[src/logic/lqm_pkg.sv]
// constants for the link quality monitor register bank
// Notes on behaviour
// - the 32-bit variance sum is read through one 16-bit read-only port
// - after freeze, first variance read gives low half, second high half
// - while freeze is set no new variance value is loaded
// - monitor enable is bit 15 of monitor register, read/write, reset 0
// - checks run only with monitor enabled and a valid 100 Mb/s link
// - high threshold at maximum or low threshold at minimum never warns
// - five receiver parameters each checked against low and high limits
// - any violation raises the interrupt when its mask enable is set
// - warning flags sit in bits 9..0 as high/low pairs per parameter
// - monitor register read clears warnings and re-arms the interrupt
// - monitor register bits 14..10 ignore writes and read as zero
// - optional automatic 100 Mb/s link reset from monitor status
// - two consecutive variance reads clear the ready flag and freeze
// - variance loads when 2/4/6/8 ms period ends; writing restarts it
// - thresholds chosen by a 3-bit parameter select and a low/high bit
package lqm_pkg;
    localparam int          REG_W          = 16;
    localparam int          ADDR_W         = 5;
    localparam logic [4:0]  ADDR_VAR_CTRL  = 5'h1a;
    localparam logic [4:0]  ADDR_VAR_SUM   = 5'h1b;
    localparam logic [4:0]  ADDR_MON       = 5'h1d;
    localparam logic [4:0]  ADDR_THR       = 5'h1e;
    localparam int          VC_RDY_BIT     = 15;
    localparam int          VC_FRZ_BIT     = 3;
    localparam int          VC_TMR_LSB     = 1;
    localparam int          VC_EN_BIT      = 0;
    localparam int          MON_EN_BIT     = 15;
    localparam int          FLAG_W         = 10;
    localparam int          THR_WR_BIT     = 12;
    localparam int          THR_PSEL_LSB   = 9;
    localparam int          THR_SIDE_BIT   = 8;
    localparam int          NUM_PARAMS     = 5;
    localparam int          PARAM_W        = 8;
    localparam logic [2:0]  PSEL_EQ_COEF   = 3'h0;
    localparam logic [2:0]  PSEL_GAIN      = 3'h1;
    localparam logic [2:0]  PSEL_BLW       = 3'h2;
    localparam logic [2:0]  PSEL_FOFS      = 3'h3;
    localparam logic [2:0]  PSEL_FCTL      = 3'h4;
    localparam logic [7:0]  THR_MAX        = 8'hff;
    localparam logic [7:0]  THR_MIN        = 8'h00;
    localparam logic [7:0]  THR_HI_RST     = THR_MAX;
    localparam logic [7:0]  THR_LO_RST     = THR_MIN;
    localparam logic [15:0] REG_RST        = 16'h0000;
    localparam logic [1:0]  TMR_RST        = 2'h0;
    localparam int          CLK_PERIOD_NS  = 100;
    localparam int          VAR_UNIT_NS    = 1048576;
    localparam int          VAR_UNIT_CYCLES = VAR_UNIT_NS / CLK_PERIOD_NS;
    localparam int          UNITS_PER_STEP = 2;
    localparam int          UNIT_CNT_W     = 24;
    localparam int          PERIOD_CNT_W   = 4;
endpackage

[src/logic/lqm_regs.sv]
// variance read port and link quality monitor register bank
`timescale 1ns/1ps
module lqm_regs #(
    parameter int UNIT_CYCLES = lqm_pkg::VAR_UNIT_CYCLES
) (
    input  wire logic        clock,
    input  wire logic        rstn,
    input  wire logic [4:0]  reg_addr,
    input  wire logic        reg_wr,
    input  wire logic        reg_rd,
    input  wire logic [15:0] reg_wdata,
    output logic      [15:0] reg_rdata,
    output logic             reg_rdata_valid,
    input  wire logic        link_100_up,
    input  wire logic [31:0] var_sum,
    input  wire logic [39:0] param_values,
    input  wire logic        int_enable,
    input  wire logic        auto_reset_en,
    output logic             lq_interrupt,
    output logic             link_reset,
    output logic             var_compute_en,
    output logic             var_restart
);
    logic [15:0] rdata_reg, rdata_next;
    logic        rvalid_reg, rvalid_next;
    logic        var_en_reg, var_en_next;
    logic [1:0]  tmr_reg, tmr_next;
    logic        frz_reg, frz_next;
    logic        rdy_reg, rdy_next;
    logic        half_reg, half_next;
    logic [31:0] var_hold_reg, var_hold_next;
    logic [23:0] unit_cnt_reg, unit_cnt_next;
    logic [3:0]  per_cnt_reg, per_cnt_next;
    logic        restart_reg, restart_next;
    logic        mon_en_reg, mon_en_next;
    logic [9:0]  flags_reg, flags_next;
    logic        irq_reg, irq_next;
    logic        lreset_reg, lreset_next;
    logic [2:0]  psel_reg, psel_next;
    logic        side_reg, side_next;

    logic        thr_wr;
    logic [7:0]  thr_rdata;
    logic [9:0]  violation;
    logic [9:0]  viol_q;
    logic        rd_var, rd_mon, wr_vc;
    logic [3:0]  per_target;
    logic        elapsed;

    assign rd_var = reg_rd && reg_addr == lqm_pkg::ADDR_VAR_SUM;
    assign rd_mon = reg_rd && reg_addr == lqm_pkg::ADDR_MON;
    assign wr_vc  = reg_wr && reg_addr == lqm_pkg::ADDR_VAR_CTRL;
    assign thr_wr = reg_wr && reg_addr == lqm_pkg::ADDR_THR
                 && reg_wdata[lqm_pkg::THR_WR_BIT];
    // period in units: (select + 1) * 2
    assign per_target = 4'((int'(tmr_reg) + 1) * lqm_pkg::UNITS_PER_STEP);
    assign elapsed = (unit_cnt_reg == 24'(UNIT_CYCLES - 1))
                  && (per_cnt_reg == per_target - 4'h1);

    lqm_thr_cmp u_thr (
        .clock        (clock),
        .rstn         (rstn),
        .thr_wr       (thr_wr),
        .thr_psel     (psel_reg),
        .thr_side     (side_reg),
        .thr_wdata    (reg_wdata[7:0]),
        .param_values (param_values),
        .thr_rdata    (thr_rdata),
        .violation    (violation)
    );

    // monitor flags and interrupt
    always_comb begin
        viol_q = (mon_en_reg && link_100_up) ? violation : 10'h000;
        // set wins over the clear of a read
        flags_next = (rd_mon ? 10'h000 : flags_reg) | viol_q;
        irq_next = (rd_mon ? 1'b0 : irq_reg)
                 | ((|viol_q) && int_enable);
        lreset_next = auto_reset_en && (|viol_q);
    end

    // register access and variance port
    always_comb begin
        rdata_next    = 16'h0000;
        rvalid_next   = reg_rd;
        var_en_next   = var_en_reg;
        tmr_next      = tmr_reg;
        frz_next      = frz_reg;
        rdy_next      = rdy_reg;
        half_next     = half_reg;
        var_hold_next = var_hold_reg;
        unit_cnt_next = unit_cnt_reg;
        per_cnt_next  = per_cnt_reg;
        restart_next  = 1'b0;
        mon_en_next   = mon_en_reg;
        psel_next     = psel_reg;
        side_next     = side_reg;
        if (reg_rd) begin
            unique case (reg_addr)
                lqm_pkg::ADDR_VAR_CTRL: begin
                    rdata_next[lqm_pkg::VC_RDY_BIT] = rdy_reg;
                    rdata_next[lqm_pkg::VC_FRZ_BIT] = frz_reg;
                    rdata_next[lqm_pkg::VC_TMR_LSB +: 2] = tmr_reg;
                    rdata_next[lqm_pkg::VC_EN_BIT] = var_en_reg;
                end
                lqm_pkg::ADDR_VAR_SUM: begin
                    rdata_next = half_reg ? var_hold_reg[31:16]
                                          : var_hold_reg[15:0];
                    half_next = ~half_reg;
                    if (rd_var && half_reg) begin
                        rdy_next = 1'b0;
                        frz_next = 1'b0;
                    end
                end
                lqm_pkg::ADDR_MON: begin
                    rdata_next[lqm_pkg::MON_EN_BIT] = mon_en_reg;
                    rdata_next[lqm_pkg::FLAG_W-1:0] = flags_reg;
                end
                lqm_pkg::ADDR_THR: begin
                    rdata_next[lqm_pkg::THR_PSEL_LSB +: 3] = psel_reg;
                    rdata_next[lqm_pkg::THR_SIDE_BIT] = side_reg;
                    rdata_next[7:0] = thr_rdata;
                end
                default: rdata_next = 16'h0000;
            endcase
        end
        if (reg_wr) begin
            unique case (reg_addr)
                lqm_pkg::ADDR_VAR_CTRL: begin
                    var_en_next = reg_wdata[lqm_pkg::VC_EN_BIT];
                    tmr_next = reg_wdata[lqm_pkg::VC_TMR_LSB +: 2];
                    frz_next = reg_wdata[lqm_pkg::VC_FRZ_BIT];
                    if (reg_wdata[lqm_pkg::VC_FRZ_BIT] && !frz_reg) begin
                        half_next = 1'b0;
                    end
                end
                lqm_pkg::ADDR_MON: begin
                    // bits 14..10 have no storage
                    mon_en_next = reg_wdata[lqm_pkg::MON_EN_BIT];
                end
                lqm_pkg::ADDR_THR: begin
                    psel_next = reg_wdata[lqm_pkg::THR_PSEL_LSB +: 3];
                    side_next = reg_wdata[lqm_pkg::THR_SIDE_BIT];
                end
                default: ;
            endcase
        end
        // computation period timer
        if (!var_en_reg) begin
            unit_cnt_next = 24'h000000;
            per_cnt_next  = 4'h0;
        end else if (wr_vc) begin
            unit_cnt_next = 24'h000000;
            per_cnt_next  = 4'h0;
            restart_next  = 1'b1;
        end else if (elapsed) begin
            unit_cnt_next = 24'h000000;
            per_cnt_next  = 4'h0;
            if (!frz_reg) begin
                var_hold_next = var_sum;
                rdy_next = 1'b1;
                half_next = 1'b0;
            end
        end else if (unit_cnt_reg == 24'(UNIT_CYCLES - 1)) begin
            unit_cnt_next = 24'h000000;
            per_cnt_next  = per_cnt_reg + 4'h1;
        end else begin
            unit_cnt_next = unit_cnt_reg + 24'h000001;
        end
    end

    always_ff @(posedge clock or negedge rstn) begin
        if (!rstn) begin
            rdata_reg    <= lqm_pkg::REG_RST;
            rvalid_reg   <= 1'b0;
            var_en_reg   <= 1'b0;
            tmr_reg      <= lqm_pkg::TMR_RST;
            frz_reg      <= 1'b0;
            rdy_reg      <= 1'b0;
            half_reg     <= 1'b0;
            var_hold_reg <= 32'h00000000;
            unit_cnt_reg <= 24'h000000;
            per_cnt_reg  <= 4'h0;
            restart_reg  <= 1'b0;
            mon_en_reg   <= 1'b0;
            flags_reg    <= 10'h000;
            irq_reg      <= 1'b0;
            lreset_reg   <= 1'b0;
            psel_reg     <= lqm_pkg::PSEL_EQ_COEF;
            side_reg     <= 1'b0;
        end else begin
            rdata_reg    <= rdata_next;
            rvalid_reg   <= rvalid_next;
            var_en_reg   <= var_en_next;
            tmr_reg      <= tmr_next;
            frz_reg      <= frz_next;
            rdy_reg      <= rdy_next;
            half_reg     <= half_next;
            var_hold_reg <= var_hold_next;
            unit_cnt_reg <= unit_cnt_next;
            per_cnt_reg  <= per_cnt_next;
            restart_reg  <= restart_next;
            mon_en_reg   <= mon_en_next;
            flags_reg    <= flags_next;
            irq_reg      <= irq_next;
            lreset_reg   <= lreset_next;
            psel_reg     <= psel_next;
            side_reg     <= side_next;
        end
    end

    assign reg_rdata       = rdata_reg;
    assign reg_rdata_valid = rvalid_reg;
    assign lq_interrupt    = irq_reg;
    assign link_reset      = lreset_reg;
    assign var_compute_en  = var_en_reg;
    assign var_restart     = restart_reg;
endmodule // lqm_regs

[src/logic/lqm_thr_cmp.sv]
// threshold store and window comparators for the adapted parameters
`timescale 1ns/1ps
module lqm_thr_cmp (
    input  wire logic                  clock,
    input  wire logic                  rstn,
    input  wire logic                  thr_wr,
    input  wire logic [2:0]            thr_psel,
    input  wire logic                  thr_side,
    input  wire logic [7:0]            thr_wdata,
    input  wire logic [39:0]           param_values,
    output logic      [7:0]            thr_rdata,
    output logic      [9:0]            violation
);
    logic [7:0] thr_lo_reg  [lqm_pkg::NUM_PARAMS];
    logic [7:0] thr_hi_reg  [lqm_pkg::NUM_PARAMS];
    logic [7:0] thr_lo_next [lqm_pkg::NUM_PARAMS];
    logic [7:0] thr_hi_next [lqm_pkg::NUM_PARAMS];

    always_comb begin
        for (int i = 0; i < lqm_pkg::NUM_PARAMS; i++) begin
            thr_lo_next[i] = thr_lo_reg[i];
            thr_hi_next[i] = thr_hi_reg[i];
            if (thr_wr && thr_psel == i[2:0]) begin
                if (thr_side) begin
                    thr_hi_next[i] = thr_wdata;
                end else begin
                    thr_lo_next[i] = thr_wdata;
                end
            end
        end
    end

    always_ff @(posedge clock or negedge rstn) begin
        if (!rstn) begin
            for (int i = 0; i < lqm_pkg::NUM_PARAMS; i++) begin
                thr_lo_reg[i] <= lqm_pkg::THR_LO_RST;
                thr_hi_reg[i] <= lqm_pkg::THR_HI_RST;
            end
        end else begin
            for (int i = 0; i < lqm_pkg::NUM_PARAMS; i++) begin
                thr_lo_reg[i] <= thr_lo_next[i];
                thr_hi_reg[i] <= thr_hi_next[i];
            end
        end
    end

    always_comb begin
        thr_rdata = 8'h00;
        for (int i = 0; i < lqm_pkg::NUM_PARAMS; i++) begin
            if (thr_psel == i[2:0]) begin
                thr_rdata = thr_side ? thr_hi_reg[i] : thr_lo_reg[i];
            end
        end
    end

    genvar g;
    generate
        for (g = 0; g < lqm_pkg::NUM_PARAMS; g++) begin : g_cmp
            logic [7:0] value;
            assign value = param_values[g*8 +: 8];
            // low flag at even bit, high flag at odd bit
            assign violation[2*g] = (thr_lo_reg[g] != lqm_pkg::THR_MIN)
                                 && (value < thr_lo_reg[g]);
            assign violation[2*g+1] = (thr_hi_reg[g] != lqm_pkg::THR_MAX)
                                   && (value > thr_hi_reg[g]);
        end
    endgenerate
endmodule // lqm_thr_cmp

[config.mk]
export PLATFORM = sky130hd
export DESIGN_NAME = lqm_regs
export DESIGN_NICKNAME = d
export VERILOG_FILES = /design/src/logic/lqm_pkg.sv /design/src/logic/lqm_regs.sv /design/src/logic/lqm_thr_cmp.sv
export SDC_FILE = /design/constraint.sdc
export NUM_CORES = 1
export LEC_CHECK = 0
export BUFFER_PORTS_ARGS = -buffer_cell sky130_fd_sc_hd__buf_2
export CAP_MARGIN = 10
export CORE_MARGIN = 2
export CORE_UTILIZATION = 60
export CTS_BUF_LIST = sky130_fd_sc_hd__clkbuf_4
export DETAILED_ROUTE_END_ITERATION = 7
export GPL_ROUTABILITY_DRIVEN = 0
export MAX_ROUTING_LAYER = met4
export PLACE_DENSITY = 0.82
export SYNTH_ARGS = -nofsm -noshare
export SYNTH_HDL_FRONTEND = slang
export SYNTH_SLANG_ARGS = --single-unit
[constraint.sdc]
create_clock -name clock -period 4.65 [get_ports clock]
set_input_delay 0.465 -clock clock [delete_from_list [all_inputs] [get_ports clock]]
set_output_delay 0.465 -clock clock [all_outputs]
set_load 0.02 [all_outputs]
Word level (Yosys, flattened, before mapping). Cells that the tools add are included.

Output and inout port bits: 21. Memories kept: 0. Input port bits: 100. Bits in registers: 181. Logic and storage cells: 162. RAM bits: 0. Bits in read-only memories: 0. Latch bits: 0.

Bitwise logic cells: 6. $lt $le $gt $ge: 10. Shifts and indexed selects: 0. Div/mod/pow operators: 0. Add/subtract/negate cells: 4. Eq/ne operators: 16. Reductions and logical operators: 48. Multipliers: 0. Multiplexer cells: 51.

Operators by type and width (count): two-way mux 24 bit (4); two-way mux 8 bit (10); > comparator 8 bit (5); < comparator 8 bit (5); != test 8 bit, second input constant (5); nonzero test 8 bit (5); two-way mux 16 bit (2); logical AND 1 bit (26); AND reduction 2 bit (13); adder 24 x 1 -> 24 bit, second input constant (1); equality test 24 x 14 -> 1 bit, second input constant (1); two-way mux 1 bit (24); equality test 5 bit, second input constant (4); two-way mux 10 bit (2); one-hot mux 6 bit (3 select lines) (1); two-way mux 4 bit (4); one-hot mux 4 bit (4 select lines) (1); OR 10 bit (1); OR reduction 10 bit (1); equality test 3 x 2 -> 1 bit, second input constant (2); adder 4 x 1 -> 4 bit, second input constant (1); equality test 4 bit (1); != test 4 x 1 -> 1 bit, second input constant (1); NOT 1 bit (4); other kinds (11) (11).

Logic depth before layout (Yosys ltp).
Depth after elaboration: 10. Gate-level depth with buffers: 9. Depth with buffers taken out: 9.

By module. A second synthesis with hierarchy kept.

Cells, all modules: 970. Area total of the unflattened synthesis: 10550.1 µm².

Modules (own cells, without submodules): lqm_thr_cmp (sequential area each 2052.0 µm², times used 1, cells an instance 575, area each 5803.1 µm²); lqm_regs (sequential area each 2527.4 µm², times used 1, cells an instance 395, area each 4747.1 µm²).

Worst setup path before layout. Ideal clock, no wire load.

Kind: reg2reg. Start: reg unit_cnt_reg[16]. End: reg var_hold_reg[10]. Path buffers: 2. Period minus slack after synthesis: 2.270 ns. Arrival time: 2.145 ns. Cell stages (with the launch flop): 10. Library setup time: 0.125 ns. Path slack: 2.380 ns. Required time: 4.525 ns. Cells stage by stage: dfrtp_1 > nor4_1 > nand2_1 > nor4_1 > and4_1 > buf_4 > nand3_2 > nor3_4 > buf_6 > mux2_2.

Cells in the longest elaborated chain, start to end: 3.

RTL lines: start, declared (RTL line lqm_regs.sv:32) `logic [23:0] unit_cnt_reg, unit_cnt_next;`; start signal, assigned (RTL line lqm_regs.sv:200) `unit_cnt_reg <= unit_cnt_next;`; equality test 24 x 14 -> 1 bit (RTL line lqm_regs.sv:57) `assign elapsed = (unit_cnt_reg == 24'(UNIT_CYCLES - 1))`; logical AND 1 bit (RTL line lqm_regs.sv:58) `&& (per_cnt_reg == per_target - 4'h1);`; AND reduction 4 bit (no line); end signal, assigned (RTL line lqm_regs.sv:199) `var_hold_reg <= var_hold_next;`; end, declared (RTL line lqm_regs.sv:31) `logic [31:0] var_hold_reg, var_hold_next;`.

No other way between the ends. A chain may end at the register's enable or synchronous reset.

Final worst setup path.
Start: reg unit_cnt_reg[17]. End: reg var_hold_reg[19].

Same word-level chain as after synthesis.

==> results.ini <==
[timing]
skew_ns = 0.0258
layout_min_cycle_time_ns = 3.36
drv_slew = 0
hold_violations = 0
tightest_slew_ns = 1.07
finalSetupViolations = 0
tns_ns = 0
fin_crit_sh_pct = 72.4
relSlewSlack_pct = 28.1
rsz0062_at_grt = no
max_freq_ghz = 0.297

[drt]
drtIter0Drc = 648
postRouteAntennaNets = 0
post_drt_wl_per_cell_um = 18.8
vias = 8180
vias_per_cell = 6.02
wl_um = 25500
first_pass_iters = 5
drc = 0

[logic_synthesis]
yosysWarnings = 0
synth_seq_cells = 181
async_flop_share_pct = 100
synth_flop_cell = dfrtp_1
ys_types = 59
synth_mux_area_share_pct = 10.8
yosys.area_share.simple_pct = 14.3
synth_common_cells = 141 x dfrtp_1, 131 x nand2_1, 87 x o21ai_0
postSynthAreaPerCell_um2 = 9.95
netlist_top_cells_area = dfrtp_1 35%, dfstp_2 10%, ha_1 9.9%, mux2_2 6.3%, nand2_1 4.8%
synth_fa_ha_area_share_pct = 9.86
syn_area_um2 = 10100
synth_xor_xnor_area_share_pct = 2.33
synth_top_family_by_area = simple AND/OR/NAND/NOR gates
synth_edf_count = 0
syn_nets = 1200
synth_compound_area_share_pct = 12.5
ys_seq_area_share_pct = 45.1
yosys.area.top_type = dfrtp_1
synth_most_common_cell = dfrtp_1
synth_cells = 1020
synth_top_area_share_pct = 34.8

[global_route]
grtUsageMet2_pct = 48.8
antenna_found_initial = 1
gr-usage-all-layers_pct = 29.9
grt_pass1_wl_um = 40500
use_met1_pct = 38.5
top_usage_layer = met2
grt_pass1_vias = 8005
grt_start_max_net_pins = 112
grt.overflow.total = 0
use_met3_pct = 4.57

[critical_path]
start_kind = register
worstPathMaxFanout = 23
reg2reg_slack_ns = 1.29
crit_start = unit_cnt_reg[17]
regToRegStartpoint = unit_cnt_reg[17]
crit_arrival_ns = 3.84
cp.required_ns = 5.13
end_kind = register
reg2reg_to = var_hold_reg[19]
critPathKind = reg2reg
cp-endpoint = var_hold_reg[19]
r2r_cells = 8

[run_status]
outcome = finished, final reports clean

[floorplanning]
initial_utilization_pct = 61.2
die_x_um = 134
core_um2 = 16600
fp-row-count = 47
dieArea_um2 = 18000
die_y_um = 134
ios = 121

[clock_tree]
cts_tree = yes
cts_buffers = 17
cts_setup_buffers = 0
cts_buffer_depth = 2
clock_latency_ns = 0.60
root_buffer = clkbuf_4
clock-sinks = 181
htreeDepth = 4
path_clk_slew_ns = 0.18

[pwr]
p_int_mw = 2.20
ir_worst_vdd_uv = 315
p_sw_mw = 1.09
swShare_pct = 33.1
p_leak_nw = 5.58
p_comb_share_pct = 17.1
pwr-share-seq_pct = 54.4
power_density_nw_per_um2 = 293
clkPwrFrac_pct = 28.6

[run]
drv_cap = 0

[place]
placed_area_um2 = 10900
hpwl_um = 19000
port_buffers = 118

[final_layout]
fin_area_um2 = 11200
area_growth_syn_to_layout_pct = 10.6
num-nets-final = 1305
seq_area_um2 = 4580
multiInputGateArea_um2 = 5060
fill_cells = 1288
final_layout_size_suffix_gt1_share_pct = 24.3

[min_path]
hp-start = reg_rd
min_path_type = in2reg

-- cell type report --
type | instances | share of cell area (%)
Antenna cell | 1 | 0.0223
Clock buffer | 17 | 1.14
Timing Repair Buffer | 129 | 6.08
Multi-Input combinational cell | 712 | 45.1
Sequential cell | 181 | 40.8
Clock inverter | 15 | 1.59
Inverter | 84 | 2.81
Tap cell | 220 | 2.45
-- power by group through the flow --
| stage | clock network [mW] | registers, mW | logic [mW] |
|---|---|---|---|
| 2_1_floorplan | 0 | 1.73 | 0.403 |
| 3_3_place_gp | 0 | 1.81 | 0.534 |
| 4_1_cts | 0.953 | 1.78 | 0.555 |
| 3_5_place_dp | 0 | 1.81 | 0.550 |
| 6_report | 0.939 | 1.79 | 0.560 |
| 5_1_grt | 1.01 | 1.80 | 0.614 |
-- kinds of logic after synthesis --
group	Yosys count
xor+xnor	27
mux	95
simple gates	307
buf+inv	127
compound gates	203
fa+ha+maj	80
flops	181
-- what timing repair did --
item | 4_1_cts | 5_1_grt
hold buffers | 1 | 0
gates resized for setup | 0 | 0
endpoints found under the hold margin | 37 | 0
setup endpoints to repair | 0 | 0
-- layer usage --
layer  share of wire, %  up-vias
met5                  0        -
met4                2.9        0
met3                6.4       59
met2                 48      339
met1                 43     3950
li1                   -     3832
-- worst min-delay path by stage --
stage / end / depth (start not counted)
after global placement: flags_reg[7] / 2
final: reg_rdata_valid / 1
after CTS: reg_rdata_valid / 1
after detailed placement: flags_reg[7] / 2
after global routing: reg_rdata_valid / 1
after floorplan: flags_reg[0] / 0
-- worst max-delay path, stage by stage, from the launching register on --
cell,delay [ns]
dfrtp_1,0.46
nor4_1,0.30
nand2_1,0.08
nor4_1,0.22
and4_1,0.47
nand3_2,0.14
nor3_4,0.85
buf_4,0.36
mux2_2,0.36
-- per-stage QoR --
step / power (mW) / utilization [%] / cells / setup slack [ns] / hold slack, ns
floorplan: 2.13 / - / 1020 / 2.38 / 0.169
global placement: 2.34 / 65.7 / 1325 / 1.33 / 0.460
detailed placement: 2.36 / 65.7 / 1325 / 1.33 / 0.465
CTS: 3.29 / 67.7 / 1358 / 1.29 / 0.0347
global route: 3.42 / 67.7 / 1359 / 1.09 / 0.0295
finish: 3.28 / 67.7 / 1359 / 1.29 / 0.0642
-- cells in the final DEF, fill, tap and decap left out, types with 5 or more instances in the layout --
| cell | synthesis | routed |
|---|---|---|
| mux2_2 | 57 | 57 |
| a211oi_1 | 8 | 8 |
| inv_1 | 84 | 84 |
| nand4_1 | 24 | 24 |
| ha_1 | 80 | 80 |
| a211o_1 | 6 | 6 |
| xor2_1 | 16 | 16 |
| mux2i_1 | 30 | 30 |
| nor2_1 | 64 | 64 |
| nor4_1 | 14 | 14 |
| nor3_1 | 13 | 13 |
| o2111ai_1 | 5 | 5 |
| a22o_1 | 5 | 5 |
| o21ai_0 | 87 | 87 |
| o211ai_1 | 14 | 14 |
| mux4_2 | 6 | 6 |
| and3_1 | 5 | 5 |
| clkbuf_4 | 0 | 17 |
| o31ai_1 | 5 | 5 |
| nand3_1 | 26 | 26 |
| nand2_1 | 131 | 131 |
| nor2b_1 | 8 | 8 |
| buf_2 | 5 | 117 |
| inv_6 | 0 | 5 |
| dfstp_2 | 40 | 40 |
| inv_8 | 0 | 6 |
| xnor2_1 | 11 | 11 |
| a21oi_1 | 29 | 29 |
| dfrtp_1 | 141 | 140 |
| buf_4 | 1 | 10 |
| o21a_1 | 7 | 7 |
(Power assumes the default switching activity.)
